`config.mk`:
```
export PLATFORM = sky130hd
export DESIGN_NAME = dtdd_decoder
export DESIGN_NICKNAME = d
export VERILOG_FILES = /design/src/verilog/dtdd_pkg.sv /design/src/verilog/dtdd_decoder.sv /design/src/verilog/dtdd_tone_meter.sv
export VERILOG_INCLUDE_DIRS = /design/src /design/src/verilog
export SDC_FILE = /design/constraint.sdc
export NUM_CORES = 1
export LEC_CHECK = 0
export BUFFER_PORTS_ARGS = -buffer_cell sky130_fd_sc_hd__buf_2
export CORE_AREA = 2 2 124 114
export CTS_BUF_LIST = sky130_fd_sc_hd__clkbuf_4
export DETAILED_ROUTE_END_ITERATION = 8
export DIE_AREA = 0 0 126 116
export GPL_ROUTABILITY_DRIVEN = 0
export PLACE_DENSITY = 0.69
export SLEW_MARGIN = 30
export SYNTH_ARGS = -nofsm -noshare
export SYNTH_HDL_FRONTEND = slang
export SYNTH_HIERARCHICAL = 1
export SYNTH_SLANG_ARGS = --single-unit
```
`constraint.sdc`:
```
create_clock -name mclk -period 3.1 [get_ports mclk]
set_input_delay 0.62 -clock mclk [delete_from_list [all_inputs] [get_ports mclk]]
set_output_delay 0.62 -clock mclk [all_outputs]
set_load 0.01 [all_outputs]
```
`src/verilog/dtdd_consts.svh`:
```
// Register map, field positions, reset values and timing counts
`ifndef DTDD_CONSTS_SVH
`define DTDD_CONSTS_SVH

// Register byte offsets
`define DTDD_OFS_CTRL       8'h00
`define DTDD_OFS_STATUS     8'h04
`define DTDD_OFS_CODE       8'h08
`define DTDD_OFS_INT_STAT   8'h0c
`define DTDD_OFS_INT_MASK   8'h10

// Control fields
`define DTDD_CTRL_STANDBY   0
`define DTDD_CTRL_INHIBIT   1
`define DTDD_CTRL_RST       2'h0

// Interrupt fields
`define DTDD_INT_REG        0
`define DTDD_INT_PAUSE      1
`define DTDD_INT_SUPPR      2
`define DTDD_INT_RST        3'h0

// Pin synchroniser lanes
`define DTDD_PIN_LOW        0
`define DTDD_PIN_HIGH       1
`define DTDD_PIN_INH        2
`define DTDD_PIN_STBY       3
`define DTDD_PIN_OE         4
`define DTDD_PIN_STEER      5

// Timing
`define DTDD_CLK_HZ         32'd10000000
`define DTDD_CLK_PERIOD_NS  32'd100
`define DTDD_SETTLE_NS      32'd2000
`define DTDD_SETTLE_CYC     ((`DTDD_SETTLE_NS + `DTDD_CLK_PERIOD_NS - 32'd1) / `DTDD_CLK_PERIOD_NS)

// Tone groups in Hz, acceptance window, match count and timeout
`define DTDD_TONE_L0_HZ     32'd697
`define DTDD_TONE_L1_HZ     32'd770
`define DTDD_TONE_L2_HZ     32'd852
`define DTDD_TONE_L3_HZ     32'd941
`define DTDD_TONE_H0_HZ     32'd1209
`define DTDD_TONE_H1_HZ     32'd1336
`define DTDD_TONE_H2_HZ     32'd1477
`define DTDD_TONE_H3_HZ     32'd1633
`define DTDD_TONE_TOL_DIV   32'd50
`define DTDD_TONE_MATCH     2'h3
`define DTDD_TONE_TIMEOUT   15'h4000

`endif

```
`src/verilog/dtdd_pkg.sv`:
```
// Types shared by the tone decoder files
`default_nettype none
package dtdd_pkg;
    typedef enum logic [1:0] {
        STEER_FREE   = 2'h0,
        STEER_SETTLE = 2'h1,
        STEER_HELD   = 2'h3
    } dtdd_steer_t;
    typedef logic [1:0] dtdd_idx_t;
    typedef logic [3:0] dtdd_code_t;
endpackage : dtdd_pkg
`default_nettype wire

```
`src/verilog/dtdd_decoder.sv`:
```
// Dual tone digit decoder: validation, steering, code latch and registers
//
// Local design decisions: the placing of the registers and register access over AHB-Lite.
`timescale 1ns/1ns
`default_nettype none
`include "dtdd_consts.svh"
module dtdd_decoder (
    // Clock and reset
    input  wire logic         mclk,
    input  wire logic         reset_n,
    // AHB-Lite slave
    input  wire logic         hsel,
    input  wire logic [31:0]  haddr,
    input  wire logic [1:0]   htrans,
    input  wire logic         hwrite,
    input  wire logic [2:0]   hsize,
    input  wire logic [31:0]  hwdata,
    input  wire logic         hready,
    output logic      [31:0]  hrdata,
    output logic              hreadyout,
    output logic              hresp,
    // Limited tone inputs
    input  wire logic         lowToneIn,
    input  wire logic         highToneIn,
    // Mode pins
    input  wire logic         letterInhibit,
    input  wire logic         standbyRequest,
    input  wire logic         codeBusEnable,
    // Steering node
    input  wire logic         steerGuardNodeIn,
    output logic              guardDriveOut,
    output logic              guardDriveOeN,
    // Digit outputs
    output logic              earlyValid,
    output logic              delayedValidFlag,
    output logic      [3:0]   digitCodeOut,
    output logic              digitCodeOeN,
    // Interrupt
    output logic              irq
);
    localparam int         SETTLE_N    = `DTDD_SETTLE_CYC;
    localparam logic [4:0] SETTLE_LAST = 5'(SETTLE_N - 1);

    logic                   rstMeta_reg;
    logic                   rstN_reg;
    logic [5:0]             pinMeta_reg;
    logic [5:0]             pinSync_reg;
    logic [1:0]             ctrl_reg;
    logic [2:0]             intStat_reg;
    logic [2:0]             intMask_reg;
    logic [2:0]             intEvt;
    logic [2:0]             intClr;
    logic                   wrPend_reg;
    logic [7:0]             wrAddr_reg;
    logic                   lowValid;
    logic                   highValid;
    dtdd_pkg::dtdd_idx_t    lowIdx;
    dtdd_pkg::dtdd_idx_t    highIdx;
    logic                   standbyEff;
    logic                   inhibitEff;
    logic                   pairValid;
    logic                   letterBlocked;
    logic                   evNext;
    logic                   supprDly_reg;
    dtdd_pkg::dtdd_code_t   pendingCode_reg;
    dtdd_pkg::dtdd_code_t   code_reg;
    dtdd_pkg::dtdd_steer_t  state_reg;
    dtdd_pkg::dtdd_steer_t  state_next;
    logic [4:0]             settleCnt_reg;
    logic                   steerHigh;
    logic                   registerEvt;
    logic                   pauseEvt;
    logic                   addrPhase;

    // Keypad position to latched code
    function automatic dtdd_pkg::dtdd_code_t digit_code(input logic [1:0] row,
                                                        input logic [1:0] col);
        dtdd_pkg::dtdd_code_t c;
        if (col == 2'h3) begin
            case (row)
                2'h0: c = 4'hd;
                2'h1: c = 4'he;
                2'h2: c = 4'hf;
                default: c = 4'h0;
            endcase
        end else if (row == 2'h3) begin
            case (col)
                2'h0: c = 4'hb;
                2'h1: c = 4'ha;
                default: c = 4'hc;
            endcase
        end else begin
            c = {2'h0, row} + {2'h0, row} + {2'h0, row} + {2'h0, col} + 4'h1;
        end
        return c;
    endfunction : digit_code

    // Reset release
    always_ff @(posedge mclk or negedge reset_n) begin
        if (!reset_n) begin
            rstMeta_reg <= 1'b0;
            rstN_reg    <= 1'b0;
        end else begin
            rstMeta_reg <= 1'b1;
            rstN_reg    <= rstMeta_reg;
        end
    end

    // Pin synchronisers
    always_ff @(posedge mclk or negedge rstN_reg) begin
        if (!rstN_reg) begin
            pinMeta_reg <= 6'h0;
            pinSync_reg <= 6'h0;
        end else begin
            pinMeta_reg <= {steerGuardNodeIn, codeBusEnable, standbyRequest,
                            letterInhibit, highToneIn, lowToneIn};
            pinSync_reg <= pinMeta_reg;
        end
    end

    assign standbyEff = pinSync_reg[`DTDD_PIN_STBY] | ctrl_reg[`DTDD_CTRL_STANDBY];
    assign inhibitEff = pinSync_reg[`DTDD_PIN_INH] | ctrl_reg[`DTDD_CTRL_INHIBIT];
    assign steerHigh  = pinSync_reg[`DTDD_PIN_STEER];

    dtdd_tone_meter #(
        .HIGH_GROUP (1'b0)
    ) u_low (
        .mclk      (mclk),
        .rstN      (rstN_reg),
        .hold      (standbyEff),
        .toneIn    (pinSync_reg[`DTDD_PIN_LOW]),
        .toneValid (lowValid),
        .toneIdx   (lowIdx)
    );

    dtdd_tone_meter #(
        .HIGH_GROUP (1'b1)
    ) u_high (
        .mclk      (mclk),
        .rstN      (rstN_reg),
        .hold      (standbyEff),
        .toneIn    (pinSync_reg[`DTDD_PIN_HIGH]),
        .toneValid (highValid),
        .toneIdx   (highIdx)
    );

    assign pairValid     = lowValid & highValid & ~standbyEff;
    assign letterBlocked = inhibitEff & (highIdx == 2'h3);
    assign evNext        = pairValid & ~letterBlocked;

    // Early valid and the code of the pair currently present
    always_ff @(posedge mclk or negedge rstN_reg) begin
        if (!rstN_reg) begin
            earlyValid      <= 1'b0;
            pendingCode_reg <= 4'h0;
            supprDly_reg    <= 1'b0;
        end else begin
            earlyValid   <= evNext;
            supprDly_reg <= pairValid & letterBlocked;
            if (evNext)
                pendingCode_reg <= digit_code(lowIdx, highIdx);
        end
    end

    // Steering sequence
    assign registerEvt = (state_reg == dtdd_pkg::STEER_FREE) & steerHigh & ~standbyEff;
    assign pauseEvt    = (state_reg != dtdd_pkg::STEER_FREE) & ~steerHigh;

    always_comb begin
        state_next = state_reg;
        case (state_reg)
            dtdd_pkg::STEER_FREE: begin
                if (registerEvt)
                    state_next = dtdd_pkg::STEER_SETTLE;
            end
            dtdd_pkg::STEER_SETTLE: begin
                if (!steerHigh)
                    state_next = dtdd_pkg::STEER_FREE;
                else if (settleCnt_reg == SETTLE_LAST)
                    state_next = dtdd_pkg::STEER_HELD;
            end
            dtdd_pkg::STEER_HELD: begin
                if (!steerHigh)
                    state_next = dtdd_pkg::STEER_FREE;
            end
            default: state_next = dtdd_pkg::STEER_FREE;
        endcase
    end

    always_ff @(posedge mclk or negedge rstN_reg) begin
        if (!rstN_reg) begin
            state_reg        <= dtdd_pkg::STEER_FREE;
            settleCnt_reg    <= 5'h0;
            delayedValidFlag <= 1'b0;
        end else begin
            state_reg        <= state_next;
            delayedValidFlag <= (state_next == dtdd_pkg::STEER_HELD);
            if (state_reg == dtdd_pkg::STEER_SETTLE)
                settleCnt_reg <= settleCnt_reg + 5'h1;
            else
                settleCnt_reg <= 5'h0;
        end
    end

    // Output latch
    always_ff @(posedge mclk or negedge rstN_reg) begin
        if (!rstN_reg)
            code_reg <= 4'h0;
        else if (registerEvt)
            code_reg <= pendingCode_reg;
    end

    // Guard drive: high once registered, low to reset the RC when idle
    always_ff @(posedge mclk or negedge rstN_reg) begin
        if (!rstN_reg) begin
            guardDriveOut <= 1'b0;
            guardDriveOeN <= 1'b1;
        end else if (earlyValid && state_reg != dtdd_pkg::STEER_FREE) begin
            guardDriveOut <= 1'b1;
            guardDriveOeN <= 1'b0;
        end else if (!earlyValid && !steerHigh) begin
            guardDriveOut <= 1'b0;
            guardDriveOeN <= 1'b0;
        end else begin
            guardDriveOut <= 1'b0;
            guardDriveOeN <= 1'b1;
        end
    end

    // Code bus
    always_ff @(posedge mclk or negedge rstN_reg) begin
        if (!rstN_reg) begin
            digitCodeOut <= 4'h0;
            digitCodeOeN <= 1'b1;
        end else begin
            digitCodeOut <= code_reg;
            digitCodeOeN <= ~pinSync_reg[`DTDD_PIN_OE];
        end
    end

    // Interrupt events and clears
    assign intEvt[`DTDD_INT_REG]   = registerEvt;
    assign intEvt[`DTDD_INT_PAUSE] = pauseEvt;
    assign intEvt[`DTDD_INT_SUPPR] = pairValid & letterBlocked & ~supprDly_reg;
    assign intClr = (wrPend_reg && wrAddr_reg == `DTDD_OFS_INT_STAT) ? hwdata[2:0] : 3'h0;

    always_ff @(posedge mclk or negedge rstN_reg) begin
        if (!rstN_reg) begin
            intStat_reg <= `DTDD_INT_RST;
            irq         <= 1'b0;
        end else begin
            intStat_reg <= (intStat_reg & ~intClr) | intEvt;
            irq         <= |(intStat_reg & intMask_reg);
        end
    end

    // AHB-Lite: zero wait, read data staged at the address phase
    assign addrPhase = hsel & htrans[1] & hready;

    always_ff @(posedge mclk or negedge rstN_reg) begin
        if (!rstN_reg) begin
            wrPend_reg <= 1'b0;
            wrAddr_reg <= 8'h0;
            hreadyout  <= 1'b1;
            hresp      <= 1'b0;
        end else begin
            wrPend_reg <= addrPhase & hwrite;
            wrAddr_reg <= haddr[7:0];
            hreadyout  <= 1'b1;
            hresp      <= 1'b0;
        end
    end

    always_ff @(posedge mclk or negedge rstN_reg) begin
        if (!rstN_reg) begin
            ctrl_reg    <= `DTDD_CTRL_RST;
            intMask_reg <= `DTDD_INT_RST;
        end else if (wrPend_reg) begin
            if (wrAddr_reg == `DTDD_OFS_CTRL)
                ctrl_reg <= hwdata[1:0];
            if (wrAddr_reg == `DTDD_OFS_INT_MASK)
                intMask_reg <= hwdata[2:0];
        end
    end

    always_ff @(posedge mclk or negedge rstN_reg) begin
        if (!rstN_reg) begin
            hrdata <= 32'h0;
        end else if (addrPhase && !hwrite && haddr[31:8] == 24'h0) begin
            case (haddr[7:0])
                `DTDD_OFS_CTRL:     hrdata <= {30'h0, ctrl_reg};
                `DTDD_OFS_STATUS:   hrdata <= {21'h0, lowValid, highValid, lowIdx,
                                               highIdx, state_reg, steerHigh,
                                               delayedValidFlag, earlyValid};
                `DTDD_OFS_CODE:     hrdata <= {24'h0, pendingCode_reg, code_reg};
                `DTDD_OFS_INT_STAT: hrdata <= {29'h0, intStat_reg};
                `DTDD_OFS_INT_MASK: hrdata <= {29'h0, intMask_reg};
                default:            hrdata <= 32'h0;
            endcase
        end else begin
            hrdata <= 32'h0;
        end
    end

    property p_ev_drop;
        @(posedge mclk) disable iff (!rstN_reg)
        (!lowValid || !highValid) |=> !earlyValid;
    endproperty
    a_ev_drop: assert property (p_ev_drop) else $error("early valid without pair");

    property p_letter_inh;
        @(posedge mclk) disable iff (!rstN_reg)
        (inhibitEff && highIdx == 2'h3) |=> !earlyValid;
    endproperty
    a_letter_inh: assert property (p_letter_inh) else $error("letter not inhibited");

    property p_latch;
        @(posedge mclk) disable iff (!rstN_reg)
        registerEvt |=> (code_reg == $past(pendingCode_reg)) && !delayedValidFlag;
    endproperty
    a_latch: assert property (p_latch) else $error("latch not updated");

    property p_settle;
        @(posedge mclk) disable iff (!rstN_reg)
        $rose(delayedValidFlag) |-> $past(settleCnt_reg) == SETTLE_LAST && $past(steerHigh);
    endproperty
    a_settle: assert property (p_settle) else $error("delayed valid too early");

    property p_dv_fall;
        @(posedge mclk) disable iff (!rstN_reg)
        !steerHigh |=> !delayedValidFlag;
    endproperty
    a_dv_fall: assert property (p_dv_fall) else $error("delayed valid stuck");

    property p_guard;
        @(posedge mclk) disable iff (!rstN_reg)
        (earlyValid && state_reg != dtdd_pkg::STEER_FREE) |=> guardDriveOut && !guardDriveOeN;
    endproperty
    a_guard: assert property (p_guard) else $error("guard not driving high");

    property p_code_bus;
        @(posedge mclk) disable iff (!rstN_reg)
        pinSync_reg[`DTDD_PIN_OE] |=> !digitCodeOeN && digitCodeOut == $past(code_reg);
    endproperty
    a_code_bus: assert property (p_code_bus) else $error("code bus not driven");

    property p_standby;
        @(posedge mclk) disable iff (!rstN_reg)
        standbyEff |=> !earlyValid ##1 !earlyValid;
    endproperty
    a_standby: assert property (p_standby) else $error("detection active in standby");

    property p_suppr_hold;
        @(posedge mclk) disable iff (!rstN_reg)
        (letterBlocked && !registerEvt) |=> $stable(code_reg) && $stable(pendingCode_reg);
    endproperty
    a_suppr_hold: assert property (p_suppr_hold) else $error("latch changed on letter");

    property p_int_set;
        @(posedge mclk) disable iff (!rstN_reg)
        registerEvt |=> intStat_reg[`DTDD_INT_REG];
    endproperty
    a_int_set: assert property (p_int_set) else $error("registration flag lost");
endmodule : dtdd_decoder
`default_nettype wire

```
`src/verilog/dtdd_tone_meter.sv`:
```
// Period counter and classifier for one limited tone group
`timescale 1ns/1ns
`default_nettype none
`include "dtdd_consts.svh"
module dtdd_tone_meter #(
    parameter bit HIGH_GROUP = 1'b0
) (
    // Clock and reset
    input  wire logic                mclk,
    input  wire logic                rstN,
    // Control
    input  wire logic                hold,
    // Limited tone, already synchronised
    input  wire logic                toneIn,
    // Result
    output logic                     toneValid,
    output var dtdd_pkg::dtdd_idx_t  toneIdx
);
    logic                toneDly_reg;
    logic [14:0]         perCnt_reg;
    logic [1:0]          matchCnt_reg;
    dtdd_pkg::dtdd_idx_t lastIdx_reg;
    logic [2:0]          cls;
    logic                rise;

    function automatic logic [31:0] tone_period(input logic hi, input logic [1:0] idx);
        logic [31:0] hz;
        case ({hi, idx})
            3'h0: hz = `DTDD_TONE_L0_HZ;
            3'h1: hz = `DTDD_TONE_L1_HZ;
            3'h2: hz = `DTDD_TONE_L2_HZ;
            3'h3: hz = `DTDD_TONE_L3_HZ;
            3'h4: hz = `DTDD_TONE_H0_HZ;
            3'h5: hz = `DTDD_TONE_H1_HZ;
            3'h6: hz = `DTDD_TONE_H2_HZ;
            default: hz = `DTDD_TONE_H3_HZ;
        endcase
        return `DTDD_CLK_HZ / hz;
    endfunction : tone_period

    // Hit flag and index of the standard tone whose window holds the period
    function automatic logic [2:0] classify(input logic [14:0] per, input logic hi);
        logic [31:0] nom;
        logic [31:0] p;
        logic [2:0]  res;
        res = 3'h0;
        p = {17'h0, per};
        for (int i = 0; i < 4; i++) begin
            nom = tone_period(hi, 2'(i));
            if (p >= nom - nom / `DTDD_TONE_TOL_DIV && p <= nom + nom / `DTDD_TONE_TOL_DIV)
                res = {1'b1, 2'(i)};
        end
        return res;
    endfunction : classify

    assign rise      = toneIn & ~toneDly_reg;
    assign cls       = classify(perCnt_reg, HIGH_GROUP);
    assign toneValid = (matchCnt_reg == `DTDD_TONE_MATCH);
    assign toneIdx   = lastIdx_reg;

    always_ff @(posedge mclk or negedge rstN) begin
        if (!rstN)
            toneDly_reg <= 1'b0;
        else
            toneDly_reg <= toneIn;
    end

    always_ff @(posedge mclk or negedge rstN) begin
        if (!rstN)
            perCnt_reg <= 15'h0;
        else if (hold || rise)
            perCnt_reg <= 15'h1;
        else if (perCnt_reg != `DTDD_TONE_TIMEOUT)
            perCnt_reg <= perCnt_reg + 15'h1;
    end

    // Several agreeing periods in a row are needed; one miss drops the tone
    always_ff @(posedge mclk or negedge rstN) begin
        if (!rstN) begin
            matchCnt_reg <= 2'h0;
            lastIdx_reg  <= 2'h0;
        end else if (hold || perCnt_reg == `DTDD_TONE_TIMEOUT) begin
            matchCnt_reg <= 2'h0;
        end else if (rise) begin
            lastIdx_reg <= cls[1:0];
            if (!cls[2])
                matchCnt_reg <= 2'h0;
            else if (cls[1:0] != lastIdx_reg)
                matchCnt_reg <= 2'h1;
            else if (matchCnt_reg != `DTDD_TONE_MATCH)
                matchCnt_reg <= matchCnt_reg + 2'h1;
        end
    end

    property p_t_timeout;
        @(posedge mclk) disable iff (!rstN)
        (perCnt_reg == `DTDD_TONE_TIMEOUT) |=> !toneValid;
    endproperty
    a_t_timeout: assert property (p_t_timeout) else $error("tone kept past timeout");

    property p_t_miss;
        @(posedge mclk) disable iff (!rstN)
        (rise && !cls[2]) |=> !toneValid;
    endproperty
    a_t_miss: assert property (p_t_miss) else $error("off-window period kept tone");
endmodule : dtdd_tone_meter
`default_nettype wire
```
======== After elaboration in Yosys (flattened, before gate mapping) ========
Cells that the tools add are included.
word-level totals
  register bits after elaboration ......... 108
  input bits .............................. 80
  output and inout bits ................... 44
  word-level logic and storage cells ...... 187
operators by class
  $add $sub $neg .......................... 9
  order comparisons ....................... 16
  eq/ne operators ......................... 27
  multiplexer cells ....................... 38
  bitwise operators ....................... 29
  reductions and logical operators ........ 38
operator list
  kind                   number
  $le 15x14->1 const B   5
  $ge 15x13->1 const B   4
  $ge 15x14->1 const B   4
  $mux 15                4
  $pmux 11 s5            1
  $le 15x13->1 const B   3
  $add 15x1->15 const B  2
  $eq 15x15->1 const B   2
  $ne 15x15->1 const B   2
  $mux 2                 14
  $mux 3                 9
  $eq 8x4->1 const B     3
  $logic_not 24->1       1
  $eq 8x5->1 const B     2
  $logic_not 8->1        2
  $and 1x1->1            14
  $eq 2x2->1 const B     7
  $logic_and 1x1->1      13
  $pmux 4 s3             1
  $reduce_and 2->1       6
  $mux 11                1
  $reduce_bool 2->1      5
  $not 1->1              9
  $eq 8x3->1 const B     1
  24 further kinds       42

======== Longest topological paths before layout ========
Gate-level depths: netlist of the first run.
  word-level depth ........................ 11
  gate-level depth with buffers ........... 11

======== Modules after synthesis ========
Netlist of the first run, hierarchy kept.
by module, submodules not included
  module                     instances  cells an instance  area each (sq um)  seq. area each (sq um)
  dtdd_decoder               1          238                2,891.5            1,704.1
  dtdd_tone_meter at u_low   1          176                1,495.2            500.5
  dtdd_tone_meter at u_high  1          164                1,485.2            500.5

======== Worst setup path before layout of the first run ========
OpenSTA, ideal clock, no wires.
  path kind ............................... reg2reg
  start ................................... register u_low.perCnt_reg[1]
  end ..................................... register u_low.matchCnt_reg[1]
  library setup time ...................... 0.065 ns
  arrival time ............................ 2.254 ns
  setup slack ............................. 0.780 ns
  cell stages (with the launch flop) ...... 11
  buffers on the path ..................... 1
  cell sequence ........................... dfrtp_1 buf_2 inv_1 ha_1 nand2b_1 o41a_1 a2111oi_2 nor4_1 or3b_1 o32ai_2 a22o_1
on the way
  word-level cells in the longest chain between the ends .. 10
RTL lines
  item                                                    RTL line               source
  start, declared                                         dtdd_tone_meter.sv:20  logic [14:0] perCnt_reg;
  start signal, assigned                                  dtdd_tone_meter.sv:74  perCnt_reg <= perCnt_reg + 15'h1;
  $ge 15x14->1 (no line) or $le 15x14->1 (tied branches)  n/a
  $logic_and 1x1->1 (no line)                             n/a
  $mux 3 (3 in a row)                                     dtdd_tone_meter.sv:50  if (p >= nom - nom / `DTDD_TONE_TOL_DIV && p <= nom + nom / `DTDD_TONE_TOL_DIV)
  $ne 2x2->1                                              dtdd_tone_meter.sv:88  else if (cls[1:0] != lastIdx_reg)
  $mux 2                                                  dtdd_tone_meter.sv:88
  $mux 2                                                  dtdd_tone_meter.sv:86  if (!cls[2])
  $mux 2                                                  dtdd_tone_meter.sv:84  end else if (rise) begin
  $mux 2                                                  dtdd_tone_meter.sv:82  end else if (hold || perCnt_reg == `DTDD_TONE_TIMEOUT) begin
  end signal, assigned                                    dtdd_tone_meter.sv:91  matchCnt_reg <= matchCnt_reg + 2'h1;
  end, declared                                           dtdd_tone_meter.sv:21  logic [1:0] matchCnt_reg;
Parallel ways exist; a longest one is shown, timed or not. The select of a mux whose other input is x is not followed.
A chain may end at the register's enable or synchronous reset.

======== Worst setup path after layout of the first run ========
  start ................................... register u_low.perCnt_reg[5]
  end ..................................... register u_low.matchCnt_reg[1]
Same word-level chain as after synthesis.

==> results of run 1 <==
[cell usage in the layout, fill, tap and decap left out, types with 3 or more instances in the layout]
cell type / instances
sky130_fd_sc_hd__a211oi_1: 5
sky130_fd_sc_hd__a21o_1: 4
sky130_fd_sc_hd__a21oi_1: 14
sky130_fd_sc_hd__a22oi_1: 7
sky130_fd_sc_hd__a31oi_1: 4
sky130_fd_sc_hd__and2_1: 6
sky130_fd_sc_hd__and3_1: 4
sky130_fd_sc_hd__buf_2: 67
sky130_fd_sc_hd__buf_4: 5
sky130_fd_sc_hd__clkbuf_4: 9
sky130_fd_sc_hd__conb_1: 24
sky130_fd_sc_hd__dfrtp_1: 105
sky130_fd_sc_hd__ha_1: 15
sky130_fd_sc_hd__inv_1: 24
sky130_fd_sc_hd__mux2_1: 5
sky130_fd_sc_hd__mux2_2: 6
sky130_fd_sc_hd__mux2i_1: 8
sky130_fd_sc_hd__nand2_1: 27
sky130_fd_sc_hd__nand2b_1: 11
sky130_fd_sc_hd__nand3_1: 17
sky130_fd_sc_hd__nand3b_1: 8
sky130_fd_sc_hd__nand4_1: 16
sky130_fd_sc_hd__nand4b_1: 4
sky130_fd_sc_hd__nor2_1: 67
sky130_fd_sc_hd__nor2b_1: 6
sky130_fd_sc_hd__nor3_1: 15
sky130_fd_sc_hd__nor3b_1: 3
sky130_fd_sc_hd__nor4_1: 12
sky130_fd_sc_hd__o211a_1: 3
sky130_fd_sc_hd__o211ai_1: 5
sky130_fd_sc_hd__o21ai_0: 17
sky130_fd_sc_hd__or3_1: 5
sky130_fd_sc_hd__xnor2_1: 17
sky130_fd_sc_hd__xor2_1: 15
[cells in the mapped netlist, drive strengths merged (5+ instances only)]
library cell and count:
nor2b 6, nand2 27, nor4 14, nand2b 11, nand4 16, mux2 11, o21ai 18, mux2i 8
a21oi 15, or3 7, a31oi 5, and2 7, xnor2 17, a211oi 5, a22oi 8, xor2 15
dfrtp 106, clkbuf 19, inv 24, ha 15, nand3 17, nor2 67, nand3b 8, nor3 15
buf 35, o211ai 5
[kinds of logic (layout without fill, tap and decap cells)]
logic type | after synthesis | after routing | synth area share [%]
AND/OR/NAND/NOR | 222 | 222 | 20.6
flip-flops | 108 | 108 | 46.1
AO/OA/AOI/OAI | 100 | 100 | 13.1
buffers and inverters | 78 | 113 | 8.01
XOR/XNOR | 32 | 32 | 4.77
multiplexers | 19 | 19 | 3.47
adder cells (fa/ha/maj) | 17 | 17 | 3.88
other | 2 | 24 | 0.128
[how the worst max path moves through the flow]
stage	endpoint	slack, ps	depth (start not counted)
after global routing	u_low/matchCnt_reg[1]$_DFFE_PN0P_	170	8
after CTS	u_low/matchCnt_reg[1]$_DFFE_PN0P_	360	8
after global placement	u_low/matchCnt_reg[1]$_DFFE_PN0P_	480	8
final	u_low/matchCnt_reg[1]$_DFFE_PN0P_	330	8
after detailed placement	u_low/matchCnt_reg[1]$_DFFE_PN0P_	400	8
after floorplan	u_low/matchCnt_reg[1]$_DFFE_PN0P_	780	10
[stage by stage]
stage / hold WS [ps] / std cells / total power, µW / utilization, %
finish: 220 / 803 / 2500 / 47.8
global route: 169 / 803 / 2620 / 47.8
CTS: 185 / 803 / 2530 / 47.8
detailed placement: 335 / 786 / 1770 / 46.6
global placement: 332 / 786 / 1750 / 46.6
floorplan: 324 / 600 / 1700 / -
[worst reg2reg max path, stage by stage (launching register included)]
cell and delay (ps):
sky130_fd_sc_hd__dfrtp_1 620, sky130_fd_sc_hd__and2b_1 220, sky130_fd_sc_hd__nand4_1 140, sky130_fd_sc_hd__o41a_1 430, sky130_fd_sc_hd__a2111oi_2 370, sky130_fd_sc_hd__nor4_1 110, sky130_fd_sc_hd__or3b_1 390, sky130_fd_sc_hd__o32ai_2 240
sky130_fd_sc_hd__a22o_1 190
[layer usage]
metal	wire length (µm)	share of wire (%)
met5	0	0
met4	118	0.98
met3	734	6.1
met2	5600	46
met1	5610	46
[where the power goes]
group / leakage [µW] / total, µW / internal (µW) / switching [µW]
Combinational: 0.00127 / 232 / 98.8 / 133
Clock: 0.0000764 / 755 / 258 / 497
Sequential: 0.00139 / 1510 / 1450 / 62.1
[area by class of cell]
type / instances / area share [%]
clock inverter: 7 / 1.29
inverter: 24 / 1.43
timing repair buffer: 73 / 6.06
tap: 168 / 3.33
multi-input combinational: 414 / 44.0
sequential: 108 / 42.9
clock buffer: 9 / 1.07
==> key figures, run 1 <==
Synth
  • Count of flip-flops with a built-in enable after synthesis: 0
  • Leading register cell type out of synthesis: sky130_fd_sc_hd__dfrtp_1
  • Post-synthesis instance total: approximately 580
  • Cell types with the largest area share after synthesis: sky130_fd_sc_hd__dfrtp_1 (45%), sky130_fd_sc_hd__nor2_1 (4.3%), sky130_fd_sc_hd__ha_1 (3.2%)
  • Post-synthesis instance area: 0.00587 mm²
  • Mean instance size in the synthesized netlist: ~10 µm²
  • Register area share after synthesis: 46.1%
  • Fraction of registers with async set/reset: 100%
  • Synthesis warning total: 6
  • Post-synthesis sequential element count: 108
  • Top-area cell type share of the netlist area: between 40% and 50%
  • Number of distinct library cells after synthesis: a little under 90
  • Dominant cell type by area after synthesis: sky130_fd_sc_hd__dfrtp_1

Cells and area
  • Number of nets in the layout: 727
  • Layout Cell Area excl Fill: 0.00632 mm²
  • Synth-to-layout area growth: 7.63%
  • Final antenna diode count: 0
  • Ratio of cells with drive above 1 in the final layout: roughly 19%
  • Number of fillers in the final layout: 1269
  • Multi-input gate area: 0.00278 mm²
  • Sequential cell area: 0.00271 mm²

Clocking
  • Gates resized, CTS repair: 0
  • Clk sinks: between 100 and 150
  • Clock latency reported for the late side of the worst-skew pair: 490 ps
  • Post-CTS setup buffer count: 0
  • CTS Root Cell: sky130_fd_sc_hd__clkbuf_4
  • Total clock buffers created by CTS: 9
  • CTS tree: built
  • Cts-stage hold buffer count: 1
  • Maximum clock insertion buffer count: 2
  • Clk slew on worst S/H paths: approximately 180 ps
  • Number of levels the H-tree was split into: 3

Critical path
  • Biggest cell delay along the critical path: 620 ps
  • Crit path max fanout: 13
  • Arrival time reported for the critical path endpoint: between 3000 and 4000 ps
  • Slowest cell on the critical path: sky130_fd_sc_hd__dfrtp_1
  • Crit path launch type: register
  • Cell depth of the worst flop-to-flop path: 8
  • Total buffers and inverters traversed by the critical path: 0
  • Crit end category: register
  • Register-to-register setup slack: 330 ps
  • Critical register-to-register path startpoint: u_low/perCnt_reg[5]$_DFFE_PN0P_
  • Kind of cell with the highest combined delay on the critical path: compound AO/OA/AOI/OAI gates
  • CP Cell Sequence: and2b_1 > nand4_1 > o41a_1 > a2111oi_2 > nor4_1 > or3b_1 > o32ai_2 > a22o_1
  • Path type of the worst setup path: reg -> reg
  • Critical register-to-register path endpoint: u_low/matchCnt_reg[1]$_DFFE_PN0P_
  • Setup crit start: u_low/perCnt_reg[5]$_DFFE_PN0P_
  • Required time of the critical path: 3540 ps

Drt
  • WL/cell: 15.0 µm
  • Ratio of routed vias to standard cells: between 5 and 6
  • Antenna violation net count after detailed routing: 0
  • Final routed DRC violation total: 0
  • DR iter-0 viols: 306
  • Final Routed Wirelength: 12100 µm
  • Total number of vias: 4409
  • DRT Pass-1 Iters: 6

Outcome
  • Result of the run: complete, no violations

GRT
  • Congestion Overflow GR: 0
  • Antenna violations before repair: 0
  • Overall track demand over capacity in global routing: 16.7%
  • GR met2 Demand/Resource: between 20% and 30%
  • Pin count of the biggest net entering global routing: 52
  • Met3 track demand over resource in global routing: just under 5%
  • Routing layer with the top usage in global route: met2
  • Via count of the first global-routing pass: 4120
  • Global routing met1 resource utilization: 22.7%
  • First-pass GRT wire length: 19800 µm

Hold path
  • Worst hold start: letterInhibit
  • Worst Hold Depth: 1
  • Hold WC Path Type: in -> reg
  • Min-Delay Endpoint: pinMeta_reg[2]$_DFF_PN0_

Timing
  • Final-layout setup total negative slack: 0 ps
  • Count of final max-slew check failures: 0
  • Final setup fails: 0
  • Unrepaired setup endpoints after global routing: false
  • Clock tree skew after final layout: 22.5 ps
  • Total count of hold-check failures in the final report: 0
  • Part of the cycle the worst path needs: 89.2%
  • Min Tclk post-route: 2770 ps
  • Max-Slew Margin vs Limit: 57.0%
  • Highest Clock Rate: roughly 360 MHz
  • Transition time of the tightest slew-check pin: 645 ps
  • Worst path setup slack after routing: 335 ps

Place
  • Post-placement cell area: 0.00616 mm²
  • Pre-CTS setup slack: 398 ps
  • Post-detail-place hpwl: 8700 µm
  • Number of buffer cells added on primary ports: 67

Floorplan
  • Number of rows created at floorplan: 40
  • Core area: approximately 0.013 mm²
  • Floorplan die width: about 130 µm
  • Number of top-level pins: 124
  • Y dimension of the die: 116 µm
  • Floorplan die area: 0.0146 mm²
  • Starting utilization of the core area: 44.4%

Run
  • # Max-Cap Violations: 0

Power and ir drop
  • Power per unit of standard cell area: 395 mW/mm²
  • Maximum VDD drop: 0.209 mV
  • Leakage: 0.00273 µW
(Power assumes the default switching activity.)
==> run 2: changes to the inputs <==
--- a/config.mk
+++ b/config.mk
@@ -12,6 +12,7 @@
 export DETAILED_ROUTE_END_ITERATION = 8
 export DIE_AREA = 0 0 126 116
 export GPL_ROUTABILITY_DRIVEN = 0
+export MAX_ROUTING_LAYER = met4
 export PLACE_DENSITY = 0.69
 export SLEW_MARGIN = 30
 export SYNTH_ARGS = -nofsm -noshare
==> run 2 against run 1 <==
  * Maximum frequency about the same
  * Worst setup slack got worse by 2.1 ps
  * Clock skew increased by 0.59 ps
  * Clock power is essentially flat
  * Largest power group unchanged
  * Via count shrank 0.48%
  * Critical path type unchanged
  * Routed wire length barely moved
  * First-iteration DRC count grew 1.6%
==> key figures, run 2 (synthesis gave the netlist of run 1 again) <==
Outcome
  • Result of the run: complete, no violations (unchanged)

Cells and area
  • Commonest non-fill, non-tap cells in the layout: sky130_fd_sc_hd__dfrtp_1 (105), sky130_fd_sc_hd__nor2_1 (67), sky130_fd_sc_hd__buf_2 (67) (unchanged)
  • Number of nets in the layout: 727 (unchanged)
  • Layout Cell Area excl Fill: 0.00632 mm² (unchanged)
  • Ratio of cells with drive above 1 in the final layout: 18.6% (unchanged)
  • Final core utilization: 47.8% (unchanged)
  • Synth-to-layout area growth: 7.63% (unchanged)
  • Final cell count without fillers: 803 (unchanged)
  • Final antenna diode count: 0 (unchanged)
  • Most frequent standard cell in the layout excluding fill and tap cells: sky130_fd_sc_hd__dfrtp_1 (unchanged)

Floorplan
  • Floorplan die width: 126 µm (unchanged)
  • Number of top-level pins: 124 (unchanged)
  • Y dimension of the die: 116 µm (unchanged)
  • Core area: 0.0132 mm² (unchanged)
  • Floorplan die area: 0.0146 mm² (unchanged)
  • Number of rows created at floorplan: 40 (unchanged)
  • Starting utilization of the core area: 44.4% (unchanged)

Timing
  • Unrepaired setup endpoints after global routing: false (unchanged)
  • Transition time of the tightest slew-check pin: 649 ps (was 645 ps)
  • Part of the cycle the worst path needs: 89.3% (was 89.2%)
  • Total count of hold-check failures in the final report: 0 (unchanged)
  • Clock tree skew after final layout: 23.1 ps (was 22.5 ps)
  • Final-layout setup total negative slack: 0 ps (unchanged)
  • Final setup fails: 0 (unchanged)
  • Highest Clock Rate: 361 MHz (was 362 MHz)
  • Count of final max-slew check failures: 0 (unchanged)
  • Max-Slew Margin vs Limit: 56.7% (was 57.0%)
  • Min Tclk post-route: 2770 ps (about the same)

Place
  • Number of buffer cells added on primary ports: 67 (unchanged)
  • Number of placed instances, taps included: 786 (unchanged)
  • Post-placement cell area: 0.00616 mm² (unchanged)
  • Post-detail-place hpwl: 8700 µm (unchanged)

Power and ir drop
  • Sw frac: 27.7% (about the same)
  • Internal: 1800 µW (about the same)
  • Net switching power: 692 µW (about the same)
  • Flop pwr share: 60.5% (about the same)
  • Power share of the combinational group: 9.3% (about the same)
  • Maximum VDD drop: 0.208 mV (was 0.209 mV)
  • Leakage: 0.00273 µW (unchanged)
  • Clock share of power: 30.2% (was 30.3%)
  • Power per unit of standard cell area: 395 mW/mm² (about the same)

Clocking
  • Post-CTS setup buffer count: 0 (unchanged)
  • Total clock buffers created by CTS: 9 (unchanged)
  • Gates resized, CTS repair: 0 (unchanged)
  • Clk slew on worst S/H paths: 180 ps (about the same)
  • CTS Root Cell: sky130_fd_sc_hd__clkbuf_4 (unchanged)
  • Cts-stage hold buffer count: 1 (unchanged)
  • Clk sinks: 108 (unchanged)
  • Clock latency reported for the late side of the worst-skew pair: 500 ps (was 490 ps)
  • CTS tree: built (unchanged)
  • Maximum clock insertion buffer count: 2 (unchanged)
  • Number of levels the H-tree was split into: 3 (unchanged)

Drt
  • Final Routed Wirelength: 12100 µm (about the same)
  • Total number of vias: 4388 (was 4409)
  • WL/cell: 15.0 µm (about the same)
  • DR iter-0 viols: 311 (was 306)
  • Ratio of routed vias to standard cells: 5.46 (was 5.49)
  • DRT Pass-1 Iters: 4 (was 6)
  • Antenna violation net count after detailed routing: 0 (unchanged)
  • Final routed DRC violation total: 0 (unchanged)

GRT
  • GR met2 Demand/Resource: 26.6% (unchanged)
  • Antenna violations before repair: 0 (unchanged)
  • Global routing met1 resource utilization: 22.8% (was 22.7%)
  • Routing layer with the top usage in global route: met2 (unchanged)
  • First-pass GRT wire length: 19800 µm (about the same)
  • Overall track demand over capacity in global routing: 17.3% (was 16.7%)
  • Congestion Overflow GR: 0 (unchanged)
  • Met3 track demand over resource in global routing: 4.85% (was 4.89%)
  • Via count of the first global-routing pass: 4123 (was 4120)
  • Pin count of the biggest net entering global routing: 52 (unchanged)

Hold path
  • Hold WC Path Type: in -> reg (unchanged)

Critical path
  • Crit path launch type: register (unchanged)
  • Crit path max fanout: 13 (unchanged)
  • Path type of the worst setup path: reg -> reg (unchanged)
  • Required time of the critical path: 3540 ps (about the same)
  • Crit end category: register (unchanged)
  • Arrival time reported for the critical path endpoint: 3210 ps (was 3200 ps)

Run
  • # Max-Cap Violations: 0 (unchanged)
-- run 2: final cells by class --
class | count | area (µm²)
Fill cell | 1269 | 6890
Multi-Input combinational cell | 414 | 2780
Sequential cell | 108 | 2710
Timing Repair Buffer | 73 | 383
Tap cell | 168 | 210
Inverter | 24 | 90.1
Clock inverter | 7 | 81.3
Clock buffer | 9 | 67.6
-- run 2: critical path, cell delays in order (launching register included) --
cell                        delay (ps)
sky130_fd_sc_hd__dfrtp_1           620
sky130_fd_sc_hd__and2b_1           230
sky130_fd_sc_hd__nand4_1           140
sky130_fd_sc_hd__o41a_1            430
sky130_fd_sc_hd__a2111oi_2         370
sky130_fd_sc_hd__nor4_1            110
sky130_fd_sc_hd__or3b_1            390
sky130_fd_sc_hd__o32ai_2           240
sky130_fd_sc_hd__a22o_1            190
-- run 2: per-stage QoR --
stage                     worst slack, ps  power [µW]  hold slack, ps
after floorplan                       780        1700             324
after global placement                484        1750             332
after detailed placement              398        1770             335
after CTS                             361        2530             185
after global routing                  166        2620             166
final                                 333        2500             213
-- run 2: routing by layer --
| metal | wire (µm) | vias to the layer above |
|---|---|---|
| li1 | - | 2106 |
| met3 | 640 | 13 |
| met5 | 0 | - |
| met1 | 5700 | 2151 |
| met2 | 5590 | 118 |
| met4 | 141 | 0 |
-- run 2: path summary, 6_finish.rpt --
path                                                  from                           endpoint  slack, ps  cells past startpoint
max                        u_low/perCnt_reg[5]$_DFFE_PN0P_  u_low/matchCnt_reg[1]$_DFFE_PN0P_        330                      8
min                                         standbyRequest           pinMeta_reg[3]$_DFF_PN0_        210                      1
max reg2reg                u_low/perCnt_reg[5]$_DFFE_PN0P_  u_low/matchCnt_reg[1]$_DFFE_PN0P_        330                      8
min reg2reg                             rstN_reg$_DFF_PN0_                hrdata[5]$_DFF_PN0_        350                      0
max in group asynchronous               rstN_reg$_DFF_PN0_            guardDriveOeN$_DFF_PN1_       1990                      1
min in group asynchronous               rstN_reg$_DFF_PN0_                hrdata[5]$_DFF_PN0_        350                      0
-- run 2: power by group through the flow --
stage                     Combinational [µW]  Clock (µW)  Sequential, µW
after floorplan                          184           0            1520
after global placement                   219           0            1530
after detailed placement                 231           0            1540
after CTS                                233         788            1510
after global routing                     264         837            1520
final                                    232         754            1510
==> run 3: changes to the inputs <==
--- a/config.mk
+++ b/config.mk
@@ -13,7 +13,7 @@
 export DIE_AREA = 0 0 126 116
 export GPL_ROUTABILITY_DRIVEN = 0
 export MAX_ROUTING_LAYER = met4
-export PLACE_DENSITY = 0.69
+export PLACE_DENSITY_LB_ADDON = 0.25
 export SLEW_MARGIN = 30
 export SYNTH_ARGS = -nofsm -noshare
 export SYNTH_HDL_FRONTEND = slang
==> run 3 against run 2 <==
  * Clock power down 2%
  * Critical path type unchanged
  * Register-to-register slack worse by 40 ps
  * Clock skew decreased by 5.1 ps
  * Combinational power about the same
  * Critical endpoint unchanged
  * First-iteration DRC count is 12% lower
  * Largest cell class unchanged
==> key figures, run 3 (synthesis gave the netlist of run 1 again) <==
Outcome
  • Result of the run: complete, no violations (unchanged)

GRT
  • Antenna violations before repair: 0 (unchanged)
  • Overall track demand over capacity in global routing: 17.8% (was 17.3%)
  • Via count of the first global-routing pass: 4198 (was 4123)
  • Congestion Overflow GR: 0 (unchanged)
  • First-pass GRT wire length: 20400 µm (was 19800 µm)
  • Pin count of the biggest net entering global routing: 75 (was 52)

Timing
  • Final setup fails: 0 (unchanged)
  • Clock tree skew after final layout: 18.0 ps (was 23.1 ps)
  • Count of final max-slew check failures: 0 (unchanged)
  • Min Tclk post-route: 2800 ps (was 2770 ps)
  • Unrepaired setup endpoints after global routing: false (unchanged)
  • Max-Slew Margin vs Limit: 55.4% (was 56.7%)
  • Transition time of the tightest slew-check pin: 669 ps (was 649 ps)
  • Total count of hold-check failures in the final report: 0 (unchanged)
  • Worst hold slack across all endpoints: 230 ps (was 213 ps)
  • Final-layout setup total negative slack: 0 ps (unchanged)
  • Highest Clock Rate: 357 MHz (was 361 MHz)
  • Part of the cycle the worst path needs: 90.4% (was 89.3%)

Cells and area
  • Layout Cell Area excl Fill: 0.00634 mm² (was 0.00632 mm²)
  • Number of nets in the layout: 728 (was 727)
  • Most frequent standard cell in the layout excluding fill and tap cells: sky130_fd_sc_hd__dfrtp_1 (unchanged)
  • Final antenna diode count: 0 (unchanged)
  • Ratio of cells with drive above 1 in the final layout: 18.6% (about the same)
  • Commonest non-fill, non-tap cells in the layout: sky130_fd_sc_hd__dfrtp_1 (105), sky130_fd_sc_hd__nor2_1 (67), sky130_fd_sc_hd__buf_2 (67) (unchanged)
  • Synth-to-layout area growth: 7.91% (was 7.63%)

Floorplan
  • Y dimension of the die: 116 µm (unchanged)
  • Floorplan die width: 126 µm (unchanged)
  • Core area: 0.0132 mm² (unchanged)
  • Number of rows created at floorplan: 40 (unchanged)
  • Floorplan die area: 0.0146 mm² (unchanged)
  • Number of top-level pins: 124 (unchanged)
  • Starting utilization of the core area: 44.4% (unchanged)

Clocking
  • Total clock buffers created by CTS: 9 (unchanged)
  • Number of levels the H-tree was split into: 3 (unchanged)
  • Clk sinks: 108 (unchanged)
  • Maximum clock insertion buffer count: 2 (unchanged)
  • CTS Root Cell: sky130_fd_sc_hd__clkbuf_4 (unchanged)
  • Clock latency reported for the late side of the worst-skew pair: 480 ps (was 500 ps)
  • Post-CTS setup buffer count: 0 (unchanged)
  • CTS tree: built (unchanged)
  • Clk slew on worst S/H paths: 170 ps (was 180 ps)

Critical path
  • Crit end category: register (unchanged)
  • Biggest cell delay along the critical path: 550 ps (was 620 ps)
  • Path type of the worst setup path: reg -> reg (unchanged)
  • Crit path launch type: register (unchanged)
  • Arrival time reported for the critical path endpoint: 3220 ps (was 3210 ps)
  • Slowest cell on the critical path: sky130_fd_sc_hd__dfrtp_1 (unchanged)
  • CP Cell Sequence: and2b_1 > nand4_1 > o41a_1 > a2111oi_2 > nor4_1 > or3b_1 > o32ai_2 > a22o_1 (unchanged)
  • Crit path max fanout: 11 (was 13)
  • Required time of the critical path: 3520 ps (was 3540 ps)

Drt
  • DR iter-0 viols: 275 (was 311)
  • Antenna violation net count after detailed routing: 0 (unchanged)
  • Total number of vias: 4452 (was 4388)
  • Final Routed Wirelength: 12100 µm (about the same)
  • Ratio of routed vias to standard cells: 5.54 (was 5.46)
  • DRT Pass-1 Iters: 4 (unchanged)
  • WL/cell: 15.0 µm (about the same)
  • Final routed DRC violation total: 0 (unchanged)

Power and ir drop
  • Power per unit of standard cell area: 392 mW/mm² (was 395 mW/mm²)
  • Maximum VDD drop: 0.198 mV (was 0.208 mV)
  • Leakage: 0.00274 µW (was 0.00273 µW)
  • Overall power: 2490 µW (was 2500 µW)

Place
  • Post-placement cell area: 0.00616 mm² (unchanged)
  • Number of buffer cells added on primary ports: 67 (unchanged)
  • Post-detail-place hpwl: 8690 µm (was 8700 µm)

Run
  • # Max-Cap Violations: 0 (unchanged)

Hold path
  • Hold WC Path Type: in -> reg (unchanged)
==> run 3: cell types whose count changed in the layout (fill, tap and decap cells not counted), sizes merged <==
cell      before  now
buf           72   73
clkbuf         9   10
clkinvlp       2    1
==> run 3: routing by layer <==
layer | global-route usage (%) | up-vias | routed length [µm]
met5 | - | - | 0
met4 | 5.42 | 0 | 170
met3 | 4.43 | 17 | 631
met2 | 26.9 | 141 | 5500
met1 | 23.9 | 2169 | 5790
li1 | - | 2125 | -
==> run 3: power by group <==
part / internal, µW / switching [µW] / total (µW)
clock: 264 / 478 / 742
sequential: 1450 / 62.6 / 1510
combinational: 99.9 / 134 / 234
total: 1810 / 674 / 2490
==> run 3: path summary, 6_finish.rpt <==
path | depth (start not counted) | startpoint | slack [ps] | to
max in group asynchronous | 1 | rstN_reg$_DFF_PN0_ | 2040 | intMask_reg[1]$_DFFE_PN0P_
setup / recovery | 8 | u_low/perCnt_reg[6]$_DFFE_PN0P_ | 300 | u_low/matchCnt_reg[1]$_DFFE_PN0P_
hold reg to reg | 0 | rstN_reg$_DFF_PN0_ | 370 | u_high/perCnt_reg[13]$_DFFE_PN0P_
setup reg to reg | 8 | u_low/perCnt_reg[6]$_DFFE_PN0P_ | 300 | u_low/matchCnt_reg[1]$_DFFE_PN0P_
min in group asynchronous | 0 | rstN_reg$_DFF_PN0_ | 370 | u_high/perCnt_reg[13]$_DFFE_PN0P_
hold / removal | 1 | standbyRequest | 230 | pinMeta_reg[3]$_DFF_PN0_
==> run 3: area by class of cell <==
type                       count  area (µm²)
multi-input combinational    414        2780
clock buffer                  10        75.1
timing repair buffer          74         403
inverter                      24        90.1
fill                        1246        6880
clock inverter                 6        70.1
tap                          168         210
sequential                   108        2710
==> run 3: repair_timing <==
item                                   4_1_cts  5_1_grt
resized for setup                            0        0
hold buffers                                 1        0
endpoints found under the hold margin        2        0
==> run 3: worst max-delay path: cells and delay by family, from the launching register on <==
| family | cells | cell delay, ps |
|---|---|---|
| AO/OA/AOI/OAI | 4 | 1270 |
| flip-flops | 1 | 550 |
| AND/OR/NAND/NOR | 4 | 930 |
==> run 3: through the flow <==
step / worst slack [ps] / util [%] / std cells
CTS: 289 / 47.8 / 803
global placement: 458 / 46.6 / 786
finish: 297 / 48.0 / 804
detailed placement: 328 / 46.6 / 786
floorplan: 780 / - / 600
global route: 116 / 48.0 / 804
